## config.mk

```make
export PLATFORM = sky130hd
export DESIGN_NAME = cta_addr_check
export DESIGN_NICKNAME = d
export VERILOG_FILES = /design/src/verilog/cta_pkg.sv /design/src/verilog/cta_addr_check.sv
export VERILOG_INCLUDE_DIRS = /design/src /design/src/verilog
export SDC_FILE = /design/constraint.sdc
export NUM_CORES = 1
export LEC_CHECK = 0
export CAP_MARGIN = 40
export CORE_MARGIN = 2
export CORE_UTILIZATION = 55
export DETAILED_ROUTE_END_ITERATION = 16
export DONT_BUFFER_PORTS = 1
export PLACE_DENSITY_LB_ADDON = 0.3
export SYNTH_ARGS = -nofsm -noshare
export SYNTH_HDL_FRONTEND = slang
export SYNTH_SLANG_ARGS = --single-unit
```

## constraint.sdc

```tcl
create_clock -name vclk -period 5.87
set_input_delay 0.2935 -clock vclk [all_inputs]
set_output_delay 0.2935 -clock vclk [all_outputs]
set_load 0.1 [all_outputs]
```

## src/verilog/cta_defines.svh

```systemverilog
// Constants for the coherent transaction attribute checker.
// Assumes a 128-bit data bus, 32-bit addresses and a 64-byte cache line.
`ifndef CTA_DEFINES_SVH
`define CTA_DEFINES_SVH

// ****************************************************************
// Bus and line geometry
// ****************************************************************
`define CTA_ADDR_W 32
`define CTA_BUS_BYTES 16
`define CTA_BUS_LOG 3'h4
`define CTA_LINE_BYTES 16'h0040
`define CTA_LINE_LOG 6
`define CTA_LINE_MIN 16'h0010
`define CTA_LINE_MAX 16'h0800
`define CTA_MAX_BEATS 16'h0010
`define CTA_NVIOL 16
`define CTA_WQ_DEPTH 4
`define CTA_WQ_FULL 3'h4

// ****************************************************************
// Attribute encodings
// ****************************************************************
`define CTA_DOM_NS 2'h0
`define CTA_DOM_IS 2'h1
`define CTA_DOM_OS 2'h2
`define CTA_DOM_SYS 2'h3
`define CTA_BURST_FIXED 2'h0
`define CTA_BURST_INCR 2'h1
`define CTA_BURST_WRAP 2'h2
`define CTA_CACHE_MOD_BIT 1

// ****************************************************************
// Snoop encodings
// ****************************************************************
`define CTA_RS_ONCE 4'h0
`define CTA_RS_SHARED 4'h1
`define CTA_RS_CLEAN 4'h2
`define CTA_RS_NSD 4'h3
`define CTA_RS_UNIQUE 4'h7
`define CTA_RS_CLEAN_SH 4'h8
`define CTA_RS_CLEAN_INV 4'h9
`define CTA_RS_CLEAN_UNQ 4'hB
`define CTA_RS_MAKE_UNQ 4'hC
`define CTA_RS_MAKE_INV 4'hD
`define CTA_WS_UNIQUE 3'h0
`define CTA_WS_LINE_UNQ 3'h1
`define CTA_WS_CLEAN 3'h2
`define CTA_WS_BACK 3'h3
`define CTA_WS_EVICT 3'h4

// ****************************************************************
// Violation flag positions
// ****************************************************************
`define CTA_V_DOM_LINE 4'h0
`define CTA_V_DOM_MAINT 4'h1
`define CTA_V_BAR 4'h2
`define CTA_V_LOCK 4'h3
`define CTA_V_STRB 4'h4
`define CTA_V_LINE_LEN 4'h5
`define CTA_V_SIZE 4'h6
`define CTA_V_ALIGN 4'h7
`define CTA_V_BURST 4'h8
`define CTA_V_CACHE 4'h9
`define CTA_V_DOM_ONCE 4'hA
`define CTA_V_DOM_SYS 4'hB
`define CTA_V_DOM_TRUE 4'hC
`define CTA_V_WB_WRAP 4'hD
`define CTA_V_WB_INCR 4'hE
`define CTA_V_WQ_OVF 4'hF

`endif

```

## src/verilog/cta_pkg.sv

```systemverilog
// Types shared by the coherent transaction attribute checker.
// Assumes cta_defines.svh is on the include path.
`include "cta_defines.svh"

package cta_pkg;
	typedef enum logic [3:0] {
		CTA_DOM_LINE = `CTA_V_DOM_LINE,
		CTA_DOM_MAINT = `CTA_V_DOM_MAINT,
		CTA_BAR = `CTA_V_BAR,
		CTA_LOCK = `CTA_V_LOCK,
		CTA_STRB = `CTA_V_STRB,
		CTA_LINE_LEN = `CTA_V_LINE_LEN,
		CTA_SIZE = `CTA_V_SIZE,
		CTA_ALIGN = `CTA_V_ALIGN,
		CTA_BURST = `CTA_V_BURST,
		CTA_CACHE = `CTA_V_CACHE,
		CTA_DOM_ONCE = `CTA_V_DOM_ONCE,
		CTA_DOM_SYS = `CTA_V_DOM_SYS,
		CTA_DOM_TRUE = `CTA_V_DOM_TRUE,
		CTA_WB_WRAP = `CTA_V_WB_WRAP,
		CTA_WB_INCR = `CTA_V_WB_INCR,
		CTA_WQ_OVF = `CTA_V_WQ_OVF
	} cta_viol_type;

	typedef enum logic [1:0] {
		CTA_W_IDLE = 2'h0,
		CTA_W_BURST = 2'h1
	} cta_wstate_type;
endpackage

```

## src/verilog/cta_addr_check.sv

```systemverilog
// Combinational attribute check of one address channel request.
// Assumes the caller qualifies the result with the channel handshake.
`timescale 1ns/1ps
`default_nettype none
`include "cta_defines.svh"

module cta_addr_check
	import cta_pkg::*;
(
	input wire logic is_write,
	input wire logic [`CTA_ADDR_W-1:0] addr,
	input wire logic [7:0] len,
	input wire logic [2:0] size,
	input wire logic [1:0] burst,
	input wire logic lock,
	input wire logic [3:0] cache,
	input wire logic [1:0] domain,
	input wire logic [3:0] snoop,
	input wire logic bar,
	input wire logic filter_on,
	input wire logic [1:0] true_dom,
	output logic [`CTA_NVIOL-1:0] viol
);
	// ****************************************************************
	// Helpers
	// ****************************************************************
	function automatic logic [15:0] cta_bytes(input logic [7:0] l, input logic [2:0] s);
		cta_bytes = 16'(({8'h00, l} + 16'h0001) << s);
	endfunction

	function automatic logic cta_pow2_len(input logic [7:0] l);
		cta_pow2_len = ((l & 8'(l + 8'h01)) == 8'h00) && (l < 8'h10);
	endfunction

	logic line_txn;
	logic maint;
	logic lock_ok;
	logic once_txn;
	logic wb_txn;
	logic report_txn;
	logic shareable;
	logic [15:0] bytes;
	logic [`CTA_ADDR_W-1:0] size_mask;
	logic [`CTA_ADDR_W-1:0] end_addr;

	// ****************************************************************
	// Decode and checks
	// ****************************************************************
	always_comb begin
		viol = '0;
		shareable = (domain == `CTA_DOM_IS) || (domain == `CTA_DOM_OS);
		bytes = cta_bytes(len, size);
		size_mask = `CTA_ADDR_W'((33'h1 << size) - 33'h1);
		end_addr = (addr & ~size_mask) + {16'h0000, bytes} - 32'h1;
		maint = 1'b0;
		lock_ok = 1'b0;
		wb_txn = 1'b0;
		report_txn = 1'b0;
		if (is_write) begin
			line_txn = (snoop[2:0] == `CTA_WS_LINE_UNQ) || (snoop[2:0] == `CTA_WS_EVICT);
			once_txn = (snoop[2:0] == `CTA_WS_UNIQUE) && shareable && !bar;
			wb_txn = (snoop[2:0] == `CTA_WS_BACK) || (snoop[2:0] == `CTA_WS_CLEAN);
			report_txn = wb_txn || (snoop[2:0] == `CTA_WS_EVICT);
		end else begin
			maint = (snoop == `CTA_RS_CLEAN_SH) || (snoop == `CTA_RS_CLEAN_INV) || (snoop == `CTA_RS_MAKE_INV);
			lock_ok = (snoop == `CTA_RS_CLEAN) || (snoop == `CTA_RS_SHARED) || (snoop == `CTA_RS_CLEAN_UNQ);
			line_txn = maint || lock_ok || (snoop == `CTA_RS_NSD) || (snoop == `CTA_RS_UNIQUE)
				|| (snoop == `CTA_RS_MAKE_UNQ);
			once_txn = (snoop == `CTA_RS_ONCE) && shareable && !bar;
		end
		if (line_txn) begin
			viol[`CTA_V_DOM_LINE] = !maint && !shareable;
			viol[`CTA_V_DOM_MAINT] = maint && (domain == `CTA_DOM_SYS);
			viol[`CTA_V_BAR] = bar;
			viol[`CTA_V_CACHE] = !cache[`CTA_CACHE_MOD_BIT];
			viol[`CTA_V_LOCK] = lock && !lock_ok;
			viol[`CTA_V_SIZE] = size != `CTA_BUS_LOG;
			viol[`CTA_V_LINE_LEN] = !cta_pow2_len(len) || (bytes != `CTA_LINE_BYTES);
			if (burst == `CTA_BURST_INCR) begin
				viol[`CTA_V_ALIGN] = addr[`CTA_LINE_LOG-1:0] != '0;
			end else if (burst == `CTA_BURST_WRAP) begin
				viol[`CTA_V_ALIGN] = addr[`CTA_BUS_LOG-1:0] != '0;
			end else begin
				viol[`CTA_V_BURST] = 1'b1;
			end
		end
		if (once_txn) begin
			// Length and size left free for legacy masters
			viol[`CTA_V_DOM_ONCE] = !shareable;
			viol[`CTA_V_BURST] = (burst != `CTA_BURST_INCR) && (burst != `CTA_BURST_WRAP);
			viol[`CTA_V_CACHE] = !cache[`CTA_CACHE_MOD_BIT];
			viol[`CTA_V_LOCK] = lock;
		end
		if (wb_txn) begin
			viol[`CTA_V_DOM_SYS] = domain == `CTA_DOM_SYS;
			viol[`CTA_V_BAR] = bar;
			viol[`CTA_V_CACHE] = !cache[`CTA_CACHE_MOD_BIT];
			viol[`CTA_V_LOCK] = lock;
			if (burst == `CTA_BURST_WRAP) begin
				viol[`CTA_V_WB_WRAP] = (addr[`CTA_BUS_LOG-1:0] != '0) || (size != `CTA_BUS_LOG)
					|| !cta_pow2_len(len) || (len == 8'h00) || (bytes > `CTA_LINE_BYTES);
			end else if (burst == `CTA_BURST_INCR) begin
				viol[`CTA_V_WB_INCR] = (len > 8'h0F)
					|| (end_addr[`CTA_ADDR_W-1:`CTA_LINE_LOG] != addr[`CTA_ADDR_W-1:`CTA_LINE_LOG]);
			end else begin
				viol[`CTA_V_BURST] = 1'b1;
			end
		end
		if (report_txn && filter_on) begin
			viol[`CTA_V_DOM_TRUE] = domain != true_dom;
		end
	end
endmodule
`default_nettype wire

```

# Word-level counts from Yosys, hierarchy flattened
# Cells that the tools add are included.
dict set report word_totals {
  register_bits 0
  output_inout_bits 16
  inputBits 61
  wordCells 101
}
dict set report classes {
  eq_ne 24
  reduce_logical 40
  n_mux 24
  n_addsub 5
  shifts 2
  order_cmp 3
  n_bitwise 3
}
# op n
set ops {}
lappend ops {{32-bit by 1-bit subtractor with 32-bit output (second input constant)} 2}
lappend ops {{32-bit by 16-bit adder with 32-bit output} 1}
lappend ops {{32-bit bitwise AND} 1}
lappend ops {{32-bit NOT} 1}
lappend ops {{1-bit by 3-bit << shifter with 32-bit output (first input constant)} 1}
lappend ops {{26-bit inequality test} 1}
lappend ops {{4-bit == test (second input constant)} 5}
lappend ops {{1-bit logical OR} 18}
lappend ops {{1-bit two-way mux} 18}
lappend ops {{16-bit by 7-bit > comparator with 1-bit output (second input constant)} 1}
lappend ops {{8-bit logical NOT} 2}
lappend ops {{16-bit by 7-bit inequality test with 1-bit output (second input constant)} 1}
lappend ops {{9-bit by 3-bit << shifter with 16-bit output} 1}
lappend ops {{1-bit logical AND} 10}
lappend ops {{8-bit by 1-bit adder with 9-bit output (second input constant)} 1}
lappend ops {{8-bit by 1-bit adder with 8-bit output (second input constant)} 1}
lappend ops {{8-bit bitwise AND} 1}
lappend ops {{4-bit by 2-bit == test with 1-bit output (second input constant)} 2}
lappend ops {{8-bit by 4-bit > comparator with 1-bit output (second input constant)} 1}
lappend ops {{8-bit by 5-bit less-than comparator with 1-bit output (second input constant)} 1}
lappend ops {{2-bit == test (second input constant)} 3}
lappend ops {{3-bit by 2-bit == test with 1-bit output (second input constant)} 2}
lappend ops {{1-bit logical NOT} 6}
lappend ops {{2-bit two-way mux} 3}
lappend ops {{other kinds (16)} 17}

# Depth between registers and ports, before layout
# Gate-level depths: netlist of run 1.
dict set report depth {
  word_depth 13
  mapped_depth 22
  ltp_nobuf 22
}

# Worst setup path after synthesis of run 1
# No wires, ideal clock.
dict set report synth_path {
  kind {input -> output}
  from {input port len[0]}
  to {output port viol[14]}
  n_path_buf 0
  path_slack_ns -0.050
  cell_stages 22
  arrival_time_ns 5.627
  required_ns 5.577
  cell_sequence {ha_1 and3_1 and3_1 inv_1 ha_1 mux2_2 o21ai_0 nor2_1 a21oi_1 inv_1 ha_1 inv_1 ha_1 a21oi_1 o211ai_1 o211ai_1 a311oi_4 o31ai_2 and3_4 a211oi_2 a31oi_1 a31oi_1}
}
dict set report synth_between {
  elab_chain_cells 9
  word_cells_on_any_way 10
  classes_between {add/sub: 3; order compare: 1; eq/ne: 1; shift: 1; mux: 3; reduce/logical: 1}
}
# element line_no
set synth_lines {}
lappend synth_lines {{start: declaration} cta_addr_check.sv:12} ;# input wire logic [7:0] len,
lappend synth_lines {{8-bit by 1-bit adder with 9-bit output} cta_addr_check.sv:28} ;# cta_bytes = 16'(({8'h00, l} + 16'h0001) << s);
lappend synth_lines {{9-bit by 3-bit << shifter with 16-bit output} cta_addr_check.sv:28}
lappend synth_lines {{32-bit by 16-bit adder with 32-bit output} cta_addr_check.sv:54} ;# end_addr = (addr & ~size_mask) + {16'h0000, bytes} - 32'h1;
lappend synth_lines {{32-bit by 1-bit subtractor with 32-bit output} cta_addr_check.sv:54}
lappend synth_lines {{26-bit inequality test} cta_addr_check.sv:104} ;# || (end_addr[`CTA_ADDR_W-1:`CTA_LINE_LOG] != addr[`CTA_ADDR_W-1:`CTA_LINE_LOG]);
lappend synth_lines {{1-bit logical OR (*)} cta_addr_check.sv:103} ;# viol[`CTA_V_WB_INCR] = (len > 8'h0F)
lappend synth_lines {{1-bit two-way mux (*)} cta_addr_check.sv:102} ;# end else if (burst == `CTA_BURST_INCR) begin
lappend synth_lines {{1-bit two-way mux (*)} cta_addr_check.sv:99} ;# if (burst == `CTA_BURST_WRAP) begin
lappend synth_lines {{2-bit two-way mux (*)} cta_addr_check.sv:94} ;# if (wb_txn) begin
lappend synth_lines {{end: declaration} cta_addr_check.sv:22} ;# output logic [`CTA_NVIOL-1:0] viol
# Mark *: on every way between the ends. The rest lies on a longest branch, timed or not.

# Final worst setup path of run 1
# Ends and elaborated chain as after synthesis.

==> results.py, run 1 <==
metrics = {
    "worst_setup_path": {
        "cp-end-kind": "primary output",
        "cpMostUsedCell": "ha_1",
        "critPathTopFamily": "compound AO/OA/AOI/OAI gates",
        "critical_path.startpoint_type": "primary input",
        "cp_cell_sequence": "ha_1 -> and3_1 -> and3_1 -> inv_1 -> ha_1 -> mux2_2 -> o21ai_0 -> nor2_1 -> a21oi_1 -> inv_1 -> ha_1 -> inv_1 -> ha_1 -> a21oi_1 -> o211ai_1 -> o211ai_1 -> a21oi_1 -> or4_1 -> a22oi_1 -> nand4_1 -> nor3_2 -> a31oi_2 -> buf_4",
        "path_class": "primary input to primary output",
        "path_buf_inv": 4,
        "required_ps": 5580,
        "critical_path_depth": 23,
        "critPathSlowestCell": "or4_1",
        "cp_slowest_stage_delay_ps": 530,
        "worstPathMaxFanout": 7,
        "crit_arrival_ps": 5070,
    },
    "synthesis": {
        "netlist_instances": 555,
        "synth-seq-area-share": 0,
        "yosys.area.top_type": "ha_1",
        "synth-adder-area-share": 0.197,
        "synth.area.top_cells": "ha_1 (20%), inv_1 (7.7%), a21oi_1 (6.5%), nand2_1 (6.0%), mux2i_1 (4.7%)",
        "yosys_warnings": 0,
        "netlist_area_mm2": 0.00362,
        "synth_xor_area_frac": 0.0726,
        "muxShareOfSynthArea": 0.0564,
        "syn_avg_cell_area_um2": 6.52,
        "post_synth_num_cell_types": 71,
        "synth_top_family_by_area": "simple AND/OR/NAND/NOR gates",
        "synthSimpleGateAreaFrac": 0.286,
        "synth_compound_area_frac": 0.283,
        "yosysTopAreaCellShare": 0.197,
    },
    "grt": {
        "grt-ovfl-total": 0,
        "grt_max_degree": 30,
        "grt_pass1_wl_um": 16800,
        "grt_pass1_vias": 3693,
        "grt_use_total": 0.275,
        "antenna_found_initial": 0,
    },
    "die": {
        "die_w_um": 85.1,
        "core_mm2": 0.00635,
        "die_h_um": 85.1,
        "initial_core_util": 0.570,
        "num_io_pins": 77,
        "die_area_mm2": 0.00724,
        "num_rows": 29,
    },
    "clocking": {
        "cts_hold_buffers": 0,
        "cts_setup_buffers": 0,
        "cts.repair.resized": 0,
    },
    "timing": {
        "max_freq_ghz": 0.186,
        "finalMaxSlewViolations": 0,
        "rsz0062_at_grt": "no",
        "finalSetupViolCount": 0,
        "relSlewSlack": 0.459,
        "tns_ps": 0,
        "timing.final.crit_share": 0.914,
        "fin_crit_ps": 5370,
        "tightest_slew_ps": 804,
        "finalHoldViolations": 0,
    },
    "route": {
        "wl_met2_um": 4670,
        "drt_pass1_iterations": 5,
        "drt-met1-wl_um": 4880,
        "routed_wl_um": 10400,
        "route.detailed.drc": 0,
        "num_vias": 3929,
        "routed.top_layer": "met4",
        "first_iter_violations": 231,
        "wl_met3_um": 703,
        "wl_per_cell_um": 16.5,
        "viasPerCell": 6.26,
        "final_antenna_net_count": 0,
    },
    "layout": {
        "clock_buffers": 0,
        "final_cell_mix": "inv_1 (74), nand2_1 (58), ha_1 (57)",
        "seq_cells": 0,
        "mostFrequentLayoutCell": "inv_1",
        "seq_area_um2": 0,
        "diodes": 0,
        "final_nets": 671,
        "layout-drive-gt1-share": 0.0799,
        "syn_to_final_growth_pct": 6.95,
        "final_cells": 628,
    },
    "place": {
        "placed_cells": 628,
        "gp_congestion": 0.944,
        "dp_hpwl_um": 8890,
        "io_buffers": 0,
    },
    "power": {
        "max-vdd-ir-drop_mv": 0.0845,
        "power_density_mw_per_mm2": 152,
        "power.static_leakage_nw": 1.74,
    },
    "min_path": {
        "hold_depth": 2,
        "hp-class": "primary input to primary output",
    },
    "status": {
        "status": "finished, final reports clean",
    },
    "flow_run": {
        "maxCapViolations": 0,
    },
}
kinds of logic (layout without fill, tap and decap cells):
| group | count (synthesis) | after routing |
|---|---|---|
| simple gates | 204 | 204 |
| fa+ha+maj | 57 | 57 |
| other cells | 1 | 3 |
| xor+xnor | 30 | 30 |
| compound gates | 148 | 148 |
| buf+inv | 95 | 89 |
| mux | 20 | 20 |
per-layer routing:
| metal | up-vias | GRT usage |
|---|---|---|
| met2 | 138 | 0.462 |
| met4 | 0 | 0.0289 |
| met5 | - | 0 |
| li1 | 1984 | - |
| met3 | 16 | 0.0292 |
| met1 | 1791 | 0.392 |
path summary, 6_finish.rpt:
check	startpoint	endpoint	slack, ps
worst max-delay path	len[0]	viol[14]	500
worst min-delay path	cache[1]	viol[9]	780
report_power, final:
group	total [W]	internal (W)	switching, W	leakage, nW
registers	0	0	0	0
clock network	0	0	0	0
logic	0.000590	0.000221	0.000369	1.74
layout make-up:
cell class,instances,area (um^2)
repair buffers,13,190
multi-input cells,462,3300
well taps,77,96.3
fillers,580,2480
inverters,76,285
stage by stage:
stage / area, um^2 / power [W] / utilization / hold slack (ps) / worst slack [ps]
final: 3870 / 0.000590 / 0.609 / 781 / 503
after floorplan: 3630 / 0.000465 / - / 922 / 611
after CTS: 3870 / 0.000581 / 0.609 / 782 / 555
after global routing: 3870 / 0.000644 / 0.609 / 785 / 226
after global placement: 3720 / 0.000550 / 0.586 / 765 / 648
after detailed placement: 3870 / 0.000577 / 0.609 / 782 / 603
synth_stat cells (2+ instances only):
cell,number
a311oi_1,3
mux2_2,3
a31oi_1,10
nand4_1,15
o21bai_1,3
nor4_1,7
nor3b_1,2
inv_1,74
a211oi_1,6
a31o_1,2
or4_1,4
a211o_1,2
and2_1,2
a21oi_1,47
o21ai_0,20
or2_2,3
a21boi_0,2
and4_1,4
nand3_1,19
o21a_1,11
clkbuf_1,14
nand2_1,58
nand2b_1,6
buf_4,3
nor2_1,44
o211ai_1,7
xnor2_1,17
and3_1,6
a22oi_1,4
o31ai_1,3
nor2b_1,8
nor3_1,13
a21o_1,5
xor2_1,13
o22a_1,2
mux2i_1,17
nand4b_1,2
ha_1,57
o22ai_1,4
nor3_2,2
No activity file was read; power rests on OpenSTA's default activity.
==> run 2, diff against run 1 <==
==> constraint.sdc (replaced) <==
create_clock -name vclk -period 4.59
set_input_delay 0.2295 -clock vclk [all_inputs]
set_output_delay 0.2295 -clock vclk [all_outputs]
set_load 0.1 [all_outputs]
==> results.py, run 2 (synthesis gave the netlist of run 1 again) <==
metrics = {
    "grt": {
        "grt-ovfl-total": 0,
        "grt_use_total": 0.302,
        "antenna_found_initial": 0,
        "grt_max_degree": 30,
        "grt_pass1_wl_um": 18700,
        "grt_pass1_vias": 4227,
    },
    "route": {
        "viasPerCell": 6.38,
        "wl_per_cell_um": 17.1,
        "final_antenna_net_count": 0,
        "first_iter_violations": 423,
        "drt_pass1_iterations": 7,
        "routed_wl_um": 11600,
        "num_vias": 4324,
        "route.detailed.drc": 0,
    },
    "flow_run": {
        "maxCapViolations": 0,
    },
    "timing": {
        "final.setup.worst_slack_ps": -55.0,
        "finalHoldViolations": 0,
        "relSlewSlack": 0.453,
        "max_freq_ghz": 0.215,
        "finalMaxSlewViolations": 0,
        "whs_ps": 648,
        "tightest_slew_ps": 814,
        "tns_ps": -55.0,
        "fin_crit_ps": 4650,
        "rsz0062_at_grt": "yes",
        "finalSetupViolCount": 1,
        "timing.final.crit_share": 1.01,
    },
    "status": {
        "violations": "negative setup slack",
        "status": "complete, but fails checks",
    },
    "min_path": {
        "hold_path_startpoint": "cache[1]",
        "hold_depth": 2,
        "hp-class": "primary input to primary output",
    },
    "layout": {
        "layout-drive-gt1-share": 0.236,
        "clock_buffers": 0,
        "final_cell_mix": "inv_1 (70), nand2_1 (58), buf_4 (50)",
        "syn_to_final_growth_pct": 27.3,
        "final_cell_area_mm2": 0.00461,
        "mostFrequentLayoutCell": "inv_1",
        "seq_area_um2": 0,
        "diodes": 0,
        "final_nets": 721,
        "seq_cells": 0,
    },
    "place": {
        "postPlaceCellArea_mm2": 0.00422,
        "gp_congestion": 0.943,
        "io_buffers": 0,
        "dp_hpwl_um": 9130,
    },
    "die": {
        "num_rows": 29,
        "die_h_um": 85.1,
        "num_io_pins": 77,
        "die_w_um": 85.1,
        "initial_core_util": 0.570,
        "core_mm2": 0.00635,
        "die_area_mm2": 0.00724,
    },
    "worst_setup_path": {
        "cpMostUsedCell": "ha_4",
        "critPathSlowestCell": "a311oi_4",
        "critical_path.startpoint_type": "primary input",
        "crit_arrival_ps": 4420,
        "worstPathMaxFanout": 5,
        "crit_end": "viol[14]",
        "path_class": "primary input to primary output",
        "required_ps": 4360,
        "startpoint": "len[0]",
        "cp_cell_sequence": "ha_4 -> and3_4 -> and3_4 -> inv_4 -> ha_4 -> mux2_4 -> o21ai_4 -> nor2_2 -> a21oi_2 -> inv_2 -> ha_4 -> inv_2 -> ha_4 -> and4_1 -> a41oi_4 -> buf_12 -> a311oi_4 -> nor3_2 -> a2111oi_4 -> nand4_1 -> nor3_2 -> a31oi_4 -> buf_12",
        "cp-end-kind": "primary output",
        "cp_slowest_stage_delay_ps": 360,
    },
    "clocking": {
        "cts_hold_buffers": 0,
    },
    "power": {
        "power.static_leakage_nw": 2.02,
        "power_density_mw_per_mm2": 217,
        "max-vdd-ir-drop_mv": 0.155,
    },
}
-- run 2: critical path: cells and delay by family --
family	cells	cell delay [ps]
AOI/OAI and AO/OA	6	1280
adders and majority gates	4	860
buffers and inverters	5	500
muxes	1	300
and+or+nand+nor	7	1220
-- run 2: layer usage --
| layer | vias to the layer above | share of wire | global-route usage |
|---|---|---|---|
| li1 | 2089 | - | - |
| met1 | 1992 | 0.41 | 0.398 |
| met2 | 201 | 0.48 | 0.532 |
| met3 | 42 | 0.077 | 0.0233 |
| met4 | 0 | 0.031 | 0.0750 |
| met5 | - | 0 | 0 |
-- run 2: worst min-delay path by stage --
stage / to / slack (ps)
3_5_place_dp: viol[9] / 650
2_1_floorplan: viol[9] / 790
6_report: viol[9] / 650
5_1_grt: viol[9] / 650
3_3_place_gp: viol[9] / 640
4_1_cts: viol[9] / 650
-- run 2: report_power, final --
group	internal (W)	switching, W
combinational	0.000439	0.000562
clock	0	0
sequential	0	0
total	0.000439	0.000562
-- run 2: cell type report --
type | instances | area, um^2
multi-input cells | 462 | 3630
fillers | 488 | 1740
repair buffers | 63 | 596
inverters | 76 | 288
well taps | 77 | 96.3
-- run 2: through the flow --
stage               power [W]  utilization  instances  setup slack [ps]
CTS                  0.000905        0.693        676              4.31
detailed placement   0.000853        0.665        666              -235
finish                0.00100        0.725        678             -55.0
global route          0.00108        0.725        678              -174
global placement     0.000809        0.644        657             -56.4
floorplan            0.000605            -        557              12.1
-- run 2: timing repair --
| item | 4_1_cts | 5_1_grt |
|---|---|---|
| pin swaps | 23 | 31 |
| gates resized for setup | 23 | 37 |
| buffers inserted | 10 | 2 |
| setup endpoints to repair | 1 | 1 |
| hold endpoints to repair | 0 | 0 |
